## src/common/bbw_pkg.sv

```systemverilog
// Purpose: shared constants and types for the flash host controller
// Assumes: 200 MHz system clock, 24-bit word address, x16 data
// Notes:   reset pin timing figures are parameters with plain defaults
package bbw_pkg;
  localparam int unsigned CLK_PERIOD_PS = 5000;
  localparam int unsigned ADDR_W        = 24;
  localparam int unsigned DATA_W        = 16;
  localparam int unsigned BLK_W         = 8;
  localparam int unsigned BANK_W        = 2;
  // block layout
  localparam logic [23:0] PARAM_BLK_WORDS  = 24'h008000;
  localparam logic [23:0] MAIN_BLK_WORDS   = 24'h020000;
  localparam logic [23:0] BANK_B_BASE      = 24'h200000;
  localparam logic [23:0] BANK_C_BASE      = 24'h800000;
  localparam logic [23:0] BANK_D_BASE      = 24'hE00000;
  localparam logic [23:0] TOP_PARAM_BASE   = 24'hFE0000;
  localparam logic [23:0] LOW_MAIN_BASE    = 24'h020000;
  localparam logic [7:0]  PARAM_BLKS_LOW   = 8'h04;
  localparam logic [7:0]  BLK_FIRST_BANK_B = 8'h13;
  localparam logic [7:0]  BLK_LAST         = 8'h85;
  localparam logic [7:0]  BLK_TOP_PARAM0   = 8'h82;
  localparam logic [7:0]  WP_BLK_LOW_MAX   = 8'h01;
  localparam logic [7:0]  WP_BLK_HIGH_MIN  = 8'h84;
  // pin timing in nanoseconds (arbitrary defaults, shortenable)
  localparam int unsigned RESET_PULSE_MIN_NS   = 500;
  localparam int unsigned RESET_RECOVERY_A_NS  = 50;
  localparam int unsigned RESET_RECOVERY_B_NS  = 200;
  localparam int unsigned WE_PULSE_NS          = 35;
  localparam int unsigned WE_HIGH_NS           = 30;
  localparam int unsigned CYC_RESET_PULSE =
    (RESET_PULSE_MIN_NS * 1000 + CLK_PERIOD_PS - 1) / CLK_PERIOD_PS;
  localparam int unsigned CYC_RECOVERY =
    ((RESET_RECOVERY_A_NS > RESET_RECOVERY_B_NS ? RESET_RECOVERY_A_NS
      : RESET_RECOVERY_B_NS) * 1000 + CLK_PERIOD_PS - 1) / CLK_PERIOD_PS;
  localparam int unsigned CYC_WE_LOW =
    (WE_PULSE_NS * 1000 + CLK_PERIOD_PS - 1) / CLK_PERIOD_PS;
  localparam int unsigned CYC_WE_HIGH =
    (WE_HIGH_NS * 1000 + CLK_PERIOD_PS - 1) / CLK_PERIOD_PS;
  localparam int unsigned CNT_W = 16;

  typedef enum logic [5:0] {
    ST_RST_HOLD = 6'b000001,
    ST_RECOVER  = 6'b000010,
    ST_WAIT_RDY = 6'b000100,
    ST_IDLE     = 6'b001000,
    ST_WE_LOW   = 6'b010000,
    ST_WE_HIGH  = 6'b100000
  } bbw_state_type;
endpackage

```

## src/common/bbw_dec_if.sv

```systemverilog
// Purpose: address-decode carrier between controller and decoder
// Assumes: same clock domain, combinational answer
// Notes:   none
`timescale 1ns/1ps
interface bbw_dec_if;
  logic [23:0] addr;
  logic [7:0]  blk;
  logic [1:0]  bank;
  logic        outer_blk;
  logic        param_blk;
  modport requester (output addr, input blk, bank, outer_blk, param_blk);
  modport decoder (input addr, output blk, bank, outer_blk, param_blk);
endinterface

```

## src/logic/bbw_block_decode.sv

```systemverilog
// Purpose: word address to bank and block decode
// Assumes: 24-bit word address
// Notes:   purely combinational
`timescale 1ns/1ps
module bbw_block_decode
  import bbw_pkg::*;
(
  // decode carrier
  bbw_dec_if.decoder dec
);
  logic [23:0] a;
  logic [23:0] off;
  assign a = dec.addr;

  always_comb begin
    off = 24'h000000;
    if (a < LOW_MAIN_BASE) begin
      dec.blk = 8'(a >> 15);
    end else if (a >= TOP_PARAM_BASE) begin
      off = a - TOP_PARAM_BASE;
      dec.blk = BLK_TOP_PARAM0 + 8'(off >> 15);
    end else begin
      off = a - LOW_MAIN_BASE;
      dec.blk = PARAM_BLKS_LOW + 8'(off >> 17);
    end
    // bank boundaries by comparison
    if (a < BANK_B_BASE) dec.bank = 2'h0;
    else if (a < BANK_C_BASE) dec.bank = 2'h1;
    else if (a < BANK_D_BASE) dec.bank = 2'h2;
    else dec.bank = 2'h3;
  end

  assign dec.param_blk = (a < LOW_MAIN_BASE) || (a >= TOP_PARAM_BASE);
  assign dec.outer_blk = (dec.blk <= WP_BLK_LOW_MAX) ||
                         (dec.blk >= WP_BLK_HIGH_MIN);
  // no clock here: the decode is cross-checked in the controller
endmodule // bbw_block_decode

```

## src/logic/bbw_host_ctrl.sv

```systemverilog
// Functional notes
// - each command cycle is one write-strobe pulse
// - reset held low at least minimum pulse
// - wait later recovery delay after reset release
// - no bus cycle until ready/busy released
//
// Purpose: host side driver of the flash reset, write and protect pins
// Assumes: ready/busy input pulled up externally, pins asynchronous
// Notes:   reads are not sequenced here; only command writes
`timescale 1ns/1ps
module bbw_host_ctrl
  import bbw_pkg::*;
(
  // clock and reset
  input  wire logic        clk_sys,
  input  wire logic        arst_n,
  // user command port
  input  wire logic        cmd_valid,
  output logic             cmd_ready,
  input  wire logic [23:0] cmd_addr,
  input  wire logic [15:0] cmd_data,
  input  wire logic        cmd_is_modify,
  input  wire logic        reset_req,
  input  wire logic        wp_enable,
  input  wire logic        fast_prog_en,
  output logic             cmd_done,
  output logic             cmd_refused,
  output logic [1:0]       cmd_bank_r,
  output logic [7:0]       cmd_blk_r,
  output logic             flash_busy,
  // flash pins
  output logic [23:0]      fl_addr_r,
  output logic [15:0]      fl_dq_o_r,
  output logic             fl_dq_oe_r,
  output logic             fl_ce_n_r,
  output logic             fl_oe_n_r,
  output logic             fl_we_n_r,
  output logic             fl_rst_n_r,
  output logic             fl_wp_low_r,
  output logic             fl_vpp_high_r,
  input  wire logic        ready_busy_od
);
  bbw_state_type    state_r;
  bbw_state_type    state_nxt;
  logic [CNT_W-1:0] cnt_r;
  logic             rb_meta_r;
  logic             rb_sync_r;
  logic             accept;
  logic             refuse;

  bbw_dec_if dec ();
  assign dec.addr = cmd_addr;
  bbw_block_decode u_dec (.dec(dec));

  // ready/busy is asynchronous to us and may be shared
  always_ff @(posedge clk_sys or negedge arst_n) begin
    if (!arst_n) begin
      rb_meta_r <= 1'b1;
      rb_sync_r <= 1'b1;
    end else begin
      rb_meta_r <= ready_busy_od;
      rb_sync_r <= rb_meta_r;
    end
  end
  // a released line reads high through the pull-up, so read and suspend
  // modes count as ready; an aborted operation keeps the line low
  assign flash_busy = !rb_sync_r;

  // no write goes out while the part cannot take one, e.g. after a supply
  // lockout abort; reset_req wins so a command is never taken then dropped
  assign cmd_ready = (state_r == ST_IDLE) && rb_sync_r &&
                     !reset_req;
  // modify to outer block under protection would be dropped by the part
  assign refuse = cmd_ready && cmd_valid && cmd_is_modify &&
                  fl_wp_low_r && dec.outer_blk;
  assign accept = cmd_ready && cmd_valid && !refuse;

  always_comb begin
    state_nxt = state_r;
    unique case (state_r)
      ST_RST_HOLD: if (cnt_r == 16'(CYC_RESET_PULSE - 1))
        state_nxt = ST_RECOVER;
      ST_RECOVER: if (cnt_r == 16'(CYC_RECOVERY - 1))
        state_nxt = ST_WAIT_RDY;
      ST_WAIT_RDY: if (rb_sync_r) state_nxt = ST_IDLE;
      ST_IDLE: begin
        if (reset_req) state_nxt = ST_RST_HOLD;
        else if (accept) state_nxt = ST_WE_LOW;
      end
      ST_WE_LOW: if (cnt_r == 16'(CYC_WE_LOW - 1))
        state_nxt = ST_WE_HIGH;
      ST_WE_HIGH: if (cnt_r == 16'(CYC_WE_HIGH - 1))
        state_nxt = ST_IDLE;
    endcase
  end

  always_ff @(posedge clk_sys or negedge arst_n) begin
    if (!arst_n) state_r <= ST_RST_HOLD;
    else state_r <= state_nxt;
  end

  always_ff @(posedge clk_sys or negedge arst_n) begin
    if (!arst_n) cnt_r <= '0;
    else if (state_nxt != state_r) cnt_r <= '0;
    else cnt_r <= cnt_r + 16'h0001;
  end

  // pins
  always_ff @(posedge clk_sys or negedge arst_n) begin
    if (!arst_n) begin
      fl_rst_n_r <= 1'b0;
      fl_we_n_r  <= 1'b1;
      fl_ce_n_r  <= 1'b1;
      fl_oe_n_r  <= 1'b1;
      fl_dq_oe_r <= 1'b0;
      fl_addr_r  <= '0;
      fl_dq_o_r  <= '0;
      cmd_bank_r <= '0;
      cmd_blk_r  <= '0;
    end else begin
      fl_rst_n_r <= (state_nxt != ST_RST_HOLD);
      fl_we_n_r  <= (state_nxt != ST_WE_LOW);
      // chip enable high outside writes keeps the part in standby
      fl_ce_n_r  <= !(state_nxt == ST_WE_LOW ||
                      state_nxt == ST_WE_HIGH);
      fl_oe_n_r  <= 1'b1;
      fl_dq_oe_r <= (state_nxt == ST_WE_LOW ||
                     state_nxt == ST_WE_HIGH);
      if (accept) begin
        fl_addr_r  <= cmd_addr;
        fl_dq_o_r  <= cmd_data;
        cmd_bank_r <= dec.bank;
        cmd_blk_r  <= dec.blk;
      end
    end
  end

  // protect pin: high-voltage level wins over write protect
  always_ff @(posedge clk_sys or negedge arst_n) begin
    if (!arst_n) begin
      fl_wp_low_r   <= 1'b0;
      fl_vpp_high_r <= 1'b0;
    end else if (state_r != ST_WE_LOW) begin
      fl_wp_low_r   <= wp_enable && !fast_prog_en;
      fl_vpp_high_r <= fast_prog_en;
    end
  end

  always_ff @(posedge clk_sys or negedge arst_n) begin
    if (!arst_n) begin
      cmd_done    <= 1'b0;
      cmd_refused <= 1'b0;
    end else begin
      cmd_done    <= (state_r == ST_WE_HIGH) && (state_nxt == ST_IDLE);
      cmd_refused <= refuse;
    end
  end

  // assertion helper: cycles the reset pin has been held low, saturating
  logic [CNT_W-1:0] rst_low_cnt_r;
  always_ff @(posedge clk_sys or negedge arst_n) begin
    if (!arst_n) begin
      rst_low_cnt_r <= '0;
    end else if (fl_rst_n_r) begin
      rst_low_cnt_r <= '0;
    end else if (rst_low_cnt_r != '1) begin
      rst_low_cnt_r <= rst_low_cnt_r + 16'h0001;
    end
  end

  AST_RST_PULSE: assert property (@(posedge clk_sys)
    disable iff (!arst_n)
    $rose(fl_rst_n_r) |-> rst_low_cnt_r >= 16'(CYC_RESET_PULSE))
    else $error("reset pulse too short");
  AST_NO_CYCLE_BUSY: assert property (@(posedge clk_sys)
    disable iff (!arst_n)
    $fell(fl_we_n_r) |-> $past(rb_sync_r, 1))
    else $error("write started while busy");
  AST_WE_PULSE: assert property (@(posedge clk_sys)
    disable iff (!arst_n)
    $fell(fl_we_n_r) |-> !fl_we_n_r [*7] ##1 fl_we_n_r)
    else $error("write strobe width wrong");
  AST_CE_WITH_WE: assert property (@(posedge clk_sys)
    disable iff (!arst_n)
    !fl_we_n_r |-> !fl_ce_n_r && fl_dq_oe_r)
    else $error("strobe without chip enable");
  AST_PROT_DROP: assert property (@(posedge clk_sys)
    disable iff (!arst_n)
    refuse |=> cmd_refused && fl_we_n_r)
    else $error("protected command issued");
  AST_RECOVER: assert property (@(posedge clk_sys)
    disable iff (!arst_n)
    $rose(fl_rst_n_r) |-> fl_we_n_r [*8])
    else $error("write during reset recovery");
  AST_BANK_B: assert property (@(posedge clk_sys)
    disable iff (!arst_n)
    accept && cmd_addr == BANK_B_BASE |=>
      cmd_blk_r == BLK_FIRST_BANK_B && cmd_bank_r == 2'h1)
    else $error("bank B decode wrong");
  AST_VPP_WP: assert property (@(posedge clk_sys)
    disable iff (!arst_n)
    !(fl_vpp_high_r && fl_wp_low_r))
    else $error("protect pin conflict");
  // decoder cross-checks: block number against the parameter-block compare,
  // and the guarded blocks against plain address bounds
  AST_BLK_RANGE: assert property (@(posedge clk_sys)
    disable iff (!arst_n)
    cmd_valid |-> dec.blk <= BLK_LAST &&
      dec.param_blk == (dec.blk < PARAM_BLKS_LOW ||
                        dec.blk >= BLK_TOP_PARAM0))
    else $error("block number out of range");
  AST_OUTER_ADDR: assert property (@(posedge clk_sys)
    disable iff (!arst_n)
    cmd_valid |-> dec.outer_blk == (cmd_addr < 2 * PARAM_BLK_WORDS ||
      cmd_addr >= TOP_PARAM_BASE + 2 * PARAM_BLK_WORDS))
    else $error("outer block decode wrong");
  COV_WRITE: cover property (@(posedge clk_sys) disable iff (!arst_n)
    cmd_done);
  COV_REFUSE: cover property (@(posedge clk_sys) disable iff (!arst_n)
    cmd_refused);
  COV_RESET: cover property (@(posedge clk_sys) disable iff (!arst_n)
    $rose(fl_rst_n_r));
  COV_FAST_PROG: cover property (@(posedge clk_sys) disable iff (!arst_n)
    cmd_done && fl_vpp_high_r);
  COV_OUTER_OPEN: cover property (@(posedge clk_sys) disable iff (!arst_n)
    cmd_done && !fl_wp_low_r && cmd_blk_r <= WP_BLK_LOW_MAX);
endmodule // bbw_host_ctrl

```

## config.mk

```make
export PLATFORM = sky130hd
export DESIGN_NAME = bbw_host_ctrl
export DESIGN_NICKNAME = d
export VERILOG_FILES = /design/src/common/bbw_pkg.sv /design/src/common/bbw_dec_if.sv /design/src/logic/bbw_block_decode.sv /design/src/logic/bbw_host_ctrl.sv
export SDC_FILE = /design/constraint.sdc
export NUM_CORES = 1
export LEC_CHECK = 0
export BUFFER_PORTS_ARGS = -buffer_cell sky130_fd_sc_hd__buf_4
export CAP_MARGIN = 20
export CORE_MARGIN = 3
export CORE_UTILIZATION = 53
export CTS_CLUSTER_DIAMETER = 30
export DETAILED_ROUTE_END_ITERATION = 6
export PLACE_DENSITY = 0.89
export SYNTH_ARGS = -nofsm -noshare
export SYNTH_HDL_FRONTEND = slang
export SYNTH_HIERARCHICAL = 1
export SYNTH_SLANG_ARGS = --single-unit
export TNS_END_PERCENT = 100
```

## constraint.sdc

```tcl
create_clock -name clk_sys -period 2.7 [get_ports clk_sys]
set_clock_uncertainty 0.2 [all_clocks]
set_input_delay 0.135 -clock clk_sys [delete_from_list [all_inputs] [get_ports clk_sys]]
set_output_delay 0.135 -clock clk_sys [all_outputs]
set_load 0.02 [all_outputs]
```

-- Word level (Yosys, flattened, before mapping)
Cells that the tools add are included.
- bits in read-only memories: 0
- memory bits (writable): 0
- latch bits: 0
- output and inout port bits: 61
- register bits after elaboration: 82
- memories kept: 0
- bits of input ports: 48
- word-level logic and storage cells: 75
- bitwise logic cells: 0
- shift operators: 0
- add/subtract/negate cells: 5
- equal/unequal tests: 17
- multiply operators: 0
- order comparisons: 7
- reduce and logical (&&, ||, !) cells: 16
- divide/modulo/power cells: 0
- multiplexer cells: 14
- operator list (kind ; count):
    $lt 24x24->1 const B ; 2
    $mux 6 ; 7
    $pmux 6 s6 ; 1
    $eq 16x3->1 const B ; 2
    $ge 24x24->1 const B ; 1
    $lt 24x18->1 const B ; 1
    $lt 24x22->1 const B ; 1
    $sub 24x18->24 const B ; 1
    $sub 23x23->23 const B ; 1
    $add 16x1->16 const B ; 1
    $eq 16x6->1 const B ; 1
    $eq 16x7->1 const B ; 1
    $mux 16 ; 1
    $mux 8 ; 2
    $eq 6x4->1 const B ; 2
    $eq 6x5->1 const B ; 2
    $eq 6x6->1 const B ; 2
    $ne 6x5->1 const B ; 2
    $logic_and 1x1->1 ; 9
    $add 3x7->8 const A ; 1
    $add 8x8->8 const A ; 1
    $ge 8x8->1 const B ; 1
    $le 8x1->1 const B ; 1
    $eq 6x1->1 const B ; 1
    8 further kinds ; 14

-- Longest topological paths before layout
- word-level depth: 15
- gate-level depth with buffers: 20
- depth with buffers taken out: 19

-- Hierarchy
The synthesis kept the hierarchy.
- by module, submodules not included (module ; area an instance (um^2) ; sequential area each (um^2) ; cells each ; times used):
    bbw_host_ctrl ; 3704.8 ; 2058.2 ; 287 ; 1
    bbw_block_decode ; 621.8 ; 0.0 ; 93 ; 1

-- Worst setup path after synthesis
OpenSTA, ideal clock, no wires.
- path kind: input -> register
- start: input cmd_addr[17]
- end: register fl_rst_n_r
- setup slack: -0.961 ns
- setup time: 0.139 ns
- cell stages on the path: 17
- path buffers: 0
- arrival time: 3.322 ns
- data required time: 2.361 ns
- cell sequence: inv_1 > ha_1 > nor2b_1 > nor2_1 > inv_1 > ha_1 > nor3b_1 > o32ai_1 > xnor2_1 > mux2_4 > o41ai_2 > o31ai_1 > and3_1 > o211ai_1 > and3_1 > nand4_1 > or4b_1
- longest elaborated chain between the ends: 13
- elaborated cells on any way between the ends: 18
- classes of those cells: add/sub: 4; order compare: 4; eq/ne: 1; mux: 5; reduce/logical: 4
- ends and longest elaborated chain (element ; line ; text):
    start: declaration ; bbw_host_ctrl.sv:20 ; input wire logic [23:0] cmd_addr,
    $sub 23x23->23 or $sub 24x18->24 (tied branches) ; bbw_block_decode.sv:20, bbw_block_decode.sv:23 ;
    $add 8x8->8 or $add 3x7->8 (tied branches) ; bbw_block_decode.sv:21, bbw_block_decode.sv:24 ;
    $mux 8 ; bbw_block_decode.sv:19 ; end else if (a >= TOP_PARAM_BASE) begin
    $mux 8 * ; bbw_block_decode.sv:17 ; if (a < LOW_MAIN_BASE) begin
    $le 8x1->1 or $ge 8x8->1 (tied branches) ; bbw_block_decode.sv:34, bbw_block_decode.sv:35 ;
    $logic_or 1x1->1 * ; bbw_block_decode.sv:34 ; assign dec.outer_blk = (dec.blk <= WP_BLK_LOW_MAX) ||
    via dec.outer_blk ; bbw_dec_if.sv:9 ; logic outer_blk;
    $logic_and 1x1->1 * ; bbw_host_ctrl.sv:75 ; fl_wp_low_r && dec.outer_blk;
    $logic_not 1->1 * ; bbw_host_ctrl.sv:76 ; assign accept = cmd_ready && cmd_valid && !refuse;
    $logic_and 1x1->1 * ; bbw_host_ctrl.sv:76 ;
    $mux 6 * ; bbw_host_ctrl.sv:88 ; else if (accept) state_nxt = ST_WE_LOW;
    $mux 6 * ; bbw_host_ctrl.sv:87 ; if (reset_req) state_nxt = ST_RST_HOLD;
    $pmux 6 s6 * ; bbw_host_ctrl.sv:80 ; unique case (state_r)
    $ne 6x1->1 * ; bbw_host_ctrl.sv:121 ; fl_rst_n_r <= (state_nxt != ST_RST_HOLD);
    end signal: assignment ; bbw_host_ctrl.sv:121 ;
    end: declaration ; bbw_host_ctrl.sv:38 ; output logic fl_rst_n_r,
The timed path passes the listed nets; every way through them passes the cells marked *.
A chain may end at the register's enable or synchronous reset.

-- Worst setup path after layout
Ends and elaborated chain as after synthesis.

==> results.md <==
* Status: complete, but fails checks
* Failing checks: negative setup slack
* Non-filler cells, final at 703
* Hold crit path type: in -> async
* RSZ-0062 raised after global routing: true
* Clock Sinks at 82
* Ys flop type: dfrtp_1
* Post-layout util at 0.892
* Final HPWL DP at a little over 8000 um
* Layout area overhead at 61.0%
* Critical path data arrival time at between 3 and 4 ns
* Mapped Area at about 0.0043 mm^2
* Layout cells sized above 1 at 0.511
* Detail Route Antenna Nets at 0
* Top post-synthesis cells by area: dfrtp_1 (45%), mux2_2 (12%), dfstp_2 (3.0%)
* Core area at about 0.008 mm^2
* Site row count at 32
* Startpoint types: input pin
* Placed cell area at approximately 0.0056 mm^2
* Int Pwr at ~0.0018 W
* Initial antenna violation count at 2
* Worst IR Drop VDD at 0.338 mV
* Boundary pin count at 109
* Commonest cells after routing, fill and taps aside: buf_4 (152), dfrtp_1 (77), mux2_4 (51), dlygate4sd3_1 (44), nand2_1 (26)
* CTS tree: built
* Post-synthesis area per instance at about 11 um^2
* GR Overflow Total at 0
* Switching portion of total power at 0.291
* Post-synth top area share at 0.445
* H-tree levels at 3
* Clock network fraction of design power at 0.353
* Cell variety after synth at 71
* Avg Vias per Cell at roughly 6.6
* DR WL/cell at between 20 and 30 um
* Area leader, netlist: dfrtp_1
* Worst-path clk slew at roughly 0.10 ns
* PortBufs at ~110
* Fmax at roughly 260 MHz
* Post-synthesis compound-gate area fraction at 0.0659
* Post-Synth Adder-Cell Area at 0.0254
* Die height at around 96 um
* Nets at 650
* Period utilization at 1.44
* Actual slew at the worst max-slew pin at around 0.66 ns
* Cells after Synth at between 300 and 400
* PD cells at roughly 360 mW/mm^2
* Worst EP required at 2.76 ns
* Full die area at between 0.009 and 0.01 mm^2
* Synth Area in Simple Gates at 0.204
* Critical Path Sink Type: flop
* Gr usage total at 0.366
* Final hold violation count at 0
* Largest family of logic cells by synthesized area: simple AND/OR/NAND/NOR gates
* Register bit total from synthesis at 82
* Worst relative slew slack at 0.559
* Commonest non-fill, non-tap cell in the layout: buf_4
* Setup WS post-layout at -1.18 ns
* Leak at between 3 and 4 nW
* Die width at 96.4 um
* DR vias at ~4600
* Largest net degree at the start of global routing at 83
* Fin. max-slew vios at 0
* Drt pass-1 iters at 6
* Drc violations at 0
* RePlAce Congestion at about 0.9
* Worst-case clock buffer depth at 2
* Initial core utilization at 0.554
* Global-route wire length before repair at approximately 25000 um
* Post-synth EDFFs at 0
* Multiplexer area fraction after synthesis at 0.141
* Async set or reset register ratio after synthesis at 1.00
* Seq pwr share at 0.495
* Vias in the first global route at about 4500
* Design Area, Final at around 0.0070 mm^2
* Iteration-0 DRC Markers at between 500 and 600
* Post-Synth XOR/XNOR Area at 0.0526
* CTS root buf: clkbuf_8
* P_sw at 0.000727 W
* Synth warnings at 6
* Clock period minus worst slack at around 3.9 ns
* Mapped Nets at 436
* Num CTS Buffers at 9
* Total of max-cap violations at 0
* Worst-path maximum fanout at 5
* Combinational share of power at 0.152
* Final wirelength at roughly 20000 um
* CP Launch Point: cmd_addr[17]
* CP Class: in -> reg
* Final TNS setup at -75.24 ns
* Final setup vio count at 73
* Pre-CTS setup slack at -0.975 ns
* Worst skew pair latency at 0.38 ns
* Register area share after synthesis at 0.476
* Reg2reg start: state_r[2]$_DFF_PN0_
* Placed Cells incl. Taps at 618
sequential cells by signal, summed over array words and instances, names as in the netlist:
| name | cells |
|---|---|
| fl_dq_oe_r | 1 |
| fl_we_n_r | 1 |
| rb_meta_r | 1 |
| fl_wp_low_r | 1 |
| cmd_blk_r | 8 |
| fl_dq_o_r | 16 |
| fl_vpp_high_r | 1 |
| cmd_done | 1 |
| fl_addr_r | 24 |
| fl_ce_n_r | 1 |
| rb_sync_r | 1 |
| fl_rst_n_r | 1 |
| cnt_r | 16 |
| cmd_refused | 1 |
| state_r | 6 |
| cmd_bank_r | 2 |
Yosys cell counts, types with 5 or more instances:
library cell / instances
nand3_1: 15
and3_1: 5
mux2_2: 47
nand2_1: 27
dfstp_2: 5
nand4_1: 5
nor3_1: 7
nor2b_1: 6
nor3b_1: 6
inv_1: 16
xor2_1: 13
nand3b_1: 5
dfrtp_1: 77
nor4_1: 5
xnor2_1: 13
buf_2: 6
nor2_1: 31
ha_1: 8
kinds of logic (layout without fill, tap and decap cells):
| logic type | after synthesis | count (layout) |
|---|---|---|
| compound gates | 35 | 35 |
| simple gates | 143 | 143 |
| buf+inv | 30 | 249 |
| fa+ha+maj | 9 | 9 |
| flops | 82 | 82 |
| mux | 54 | 54 |
| xor+xnor | 26 | 26 |
| other cells | 1 | 3 |
worst max-delay path, stage by stage:
cell,delay [ns]
buf_6,0.10
inv_4,0.04
ha_4,0.17
nor2b_4,0.28
nor2_4,0.10
inv_2,0.08
ha_4,0.17
nor3b_4,0.22
o32ai_2,0.13
xnor2_1,0.36
nand2b_1,0.23
mux2i_1,0.12
o21bai_1,0.24
o31ai_1,0.11
and3_1,0.20
o211ai_1,0.28
and3_1,0.25
nand4_1,0.19
or4b_1,0.52
area by class of cell:
| type | instances | area [um^2] |
|---|---|---|
| fill | 264 | 843 |
| timing repair buffer | 217 | 1970 |
| clock buffer | 9 | 124 |
| antenna | 2 | 5.00 |
| tap | 102 | 128 |
| sequential | 82 | 2060 |
| multi-input combinational | 268 | 2560 |
| clock inverter | 7 | 61.3 |
| inverter | 16 | 62.6 |
per-stage QoR:
stage | hold slack [ns] | total power, W
after floorplan | -0.361 | 0.00135
after global placement | 0.0538 | 0.00149
after detailed placement | 0.0546 | 0.00150
after CTS | 0.0212 | 0.00239
after global routing | 0.0393 | 0.00256
final | 0.0123 | 0.00250
worst paths after layout:
kind                                             end  slack, ns  depth (start not counted)
setup / recovery                fl_rst_n_r$_DFF_PN0_      -1.18                         19
hold / removal             fl_dq_o_r[15]$_DFFE_PN0P_       0.01                          2
setup reg to reg                fl_rst_n_r$_DFF_PN0_      -0.13                          6
hold reg to reg                  rb_sync_r$_DFF_PN1_       0.16                          0
max in group asynchronous        rb_sync_r$_DFF_PN1_       1.63                          3
min in group clk_sys           cmd_refused$_DFF_PN0_       0.06                          3
what timing repair did:
| action | in CTS | in global routing |
|---|---|---|
| endpoints found under the setup margin | 72 | 73 |
| resized for setup | 69 | 38 |
| gates cloned | 7 | 0 |
| pin swaps | 20 | 12 |
| setup buffers | 9 | 7 |
| hold buffers | 44 | 0 |
| endpoints found under the hold margin | 124 | 0 |
layer usage:
metal / vias to the layer above / global-route usage / part of all wire
li1: 1787 / - / -
met1: 2164 / 0.409 / 0.32
met2: 467 / 0.629 / 0.45
met3: 200 / 0.0751 / 0.12
met4: 0 / 0.237 / 0.10
met5: - / 0 / 0
power by group through the flow:
stage / clock network, W / registers, W / logic [W]
5_1_grt: 0.000934 / 0.00123 / 0.000394
4_1_cts: 0.000845 / 0.00123 / 0.000310
3_5_place_dp: 0 / 0.00126 / 0.000242
6_report: 0.000881 / 0.00123 / 0.000380
3_3_place_gp: 0 / 0.00126 / 0.000235
2_1_floorplan: 0 / 0.00126 / 0.0000866
Power figures use the tool's default switching activity.
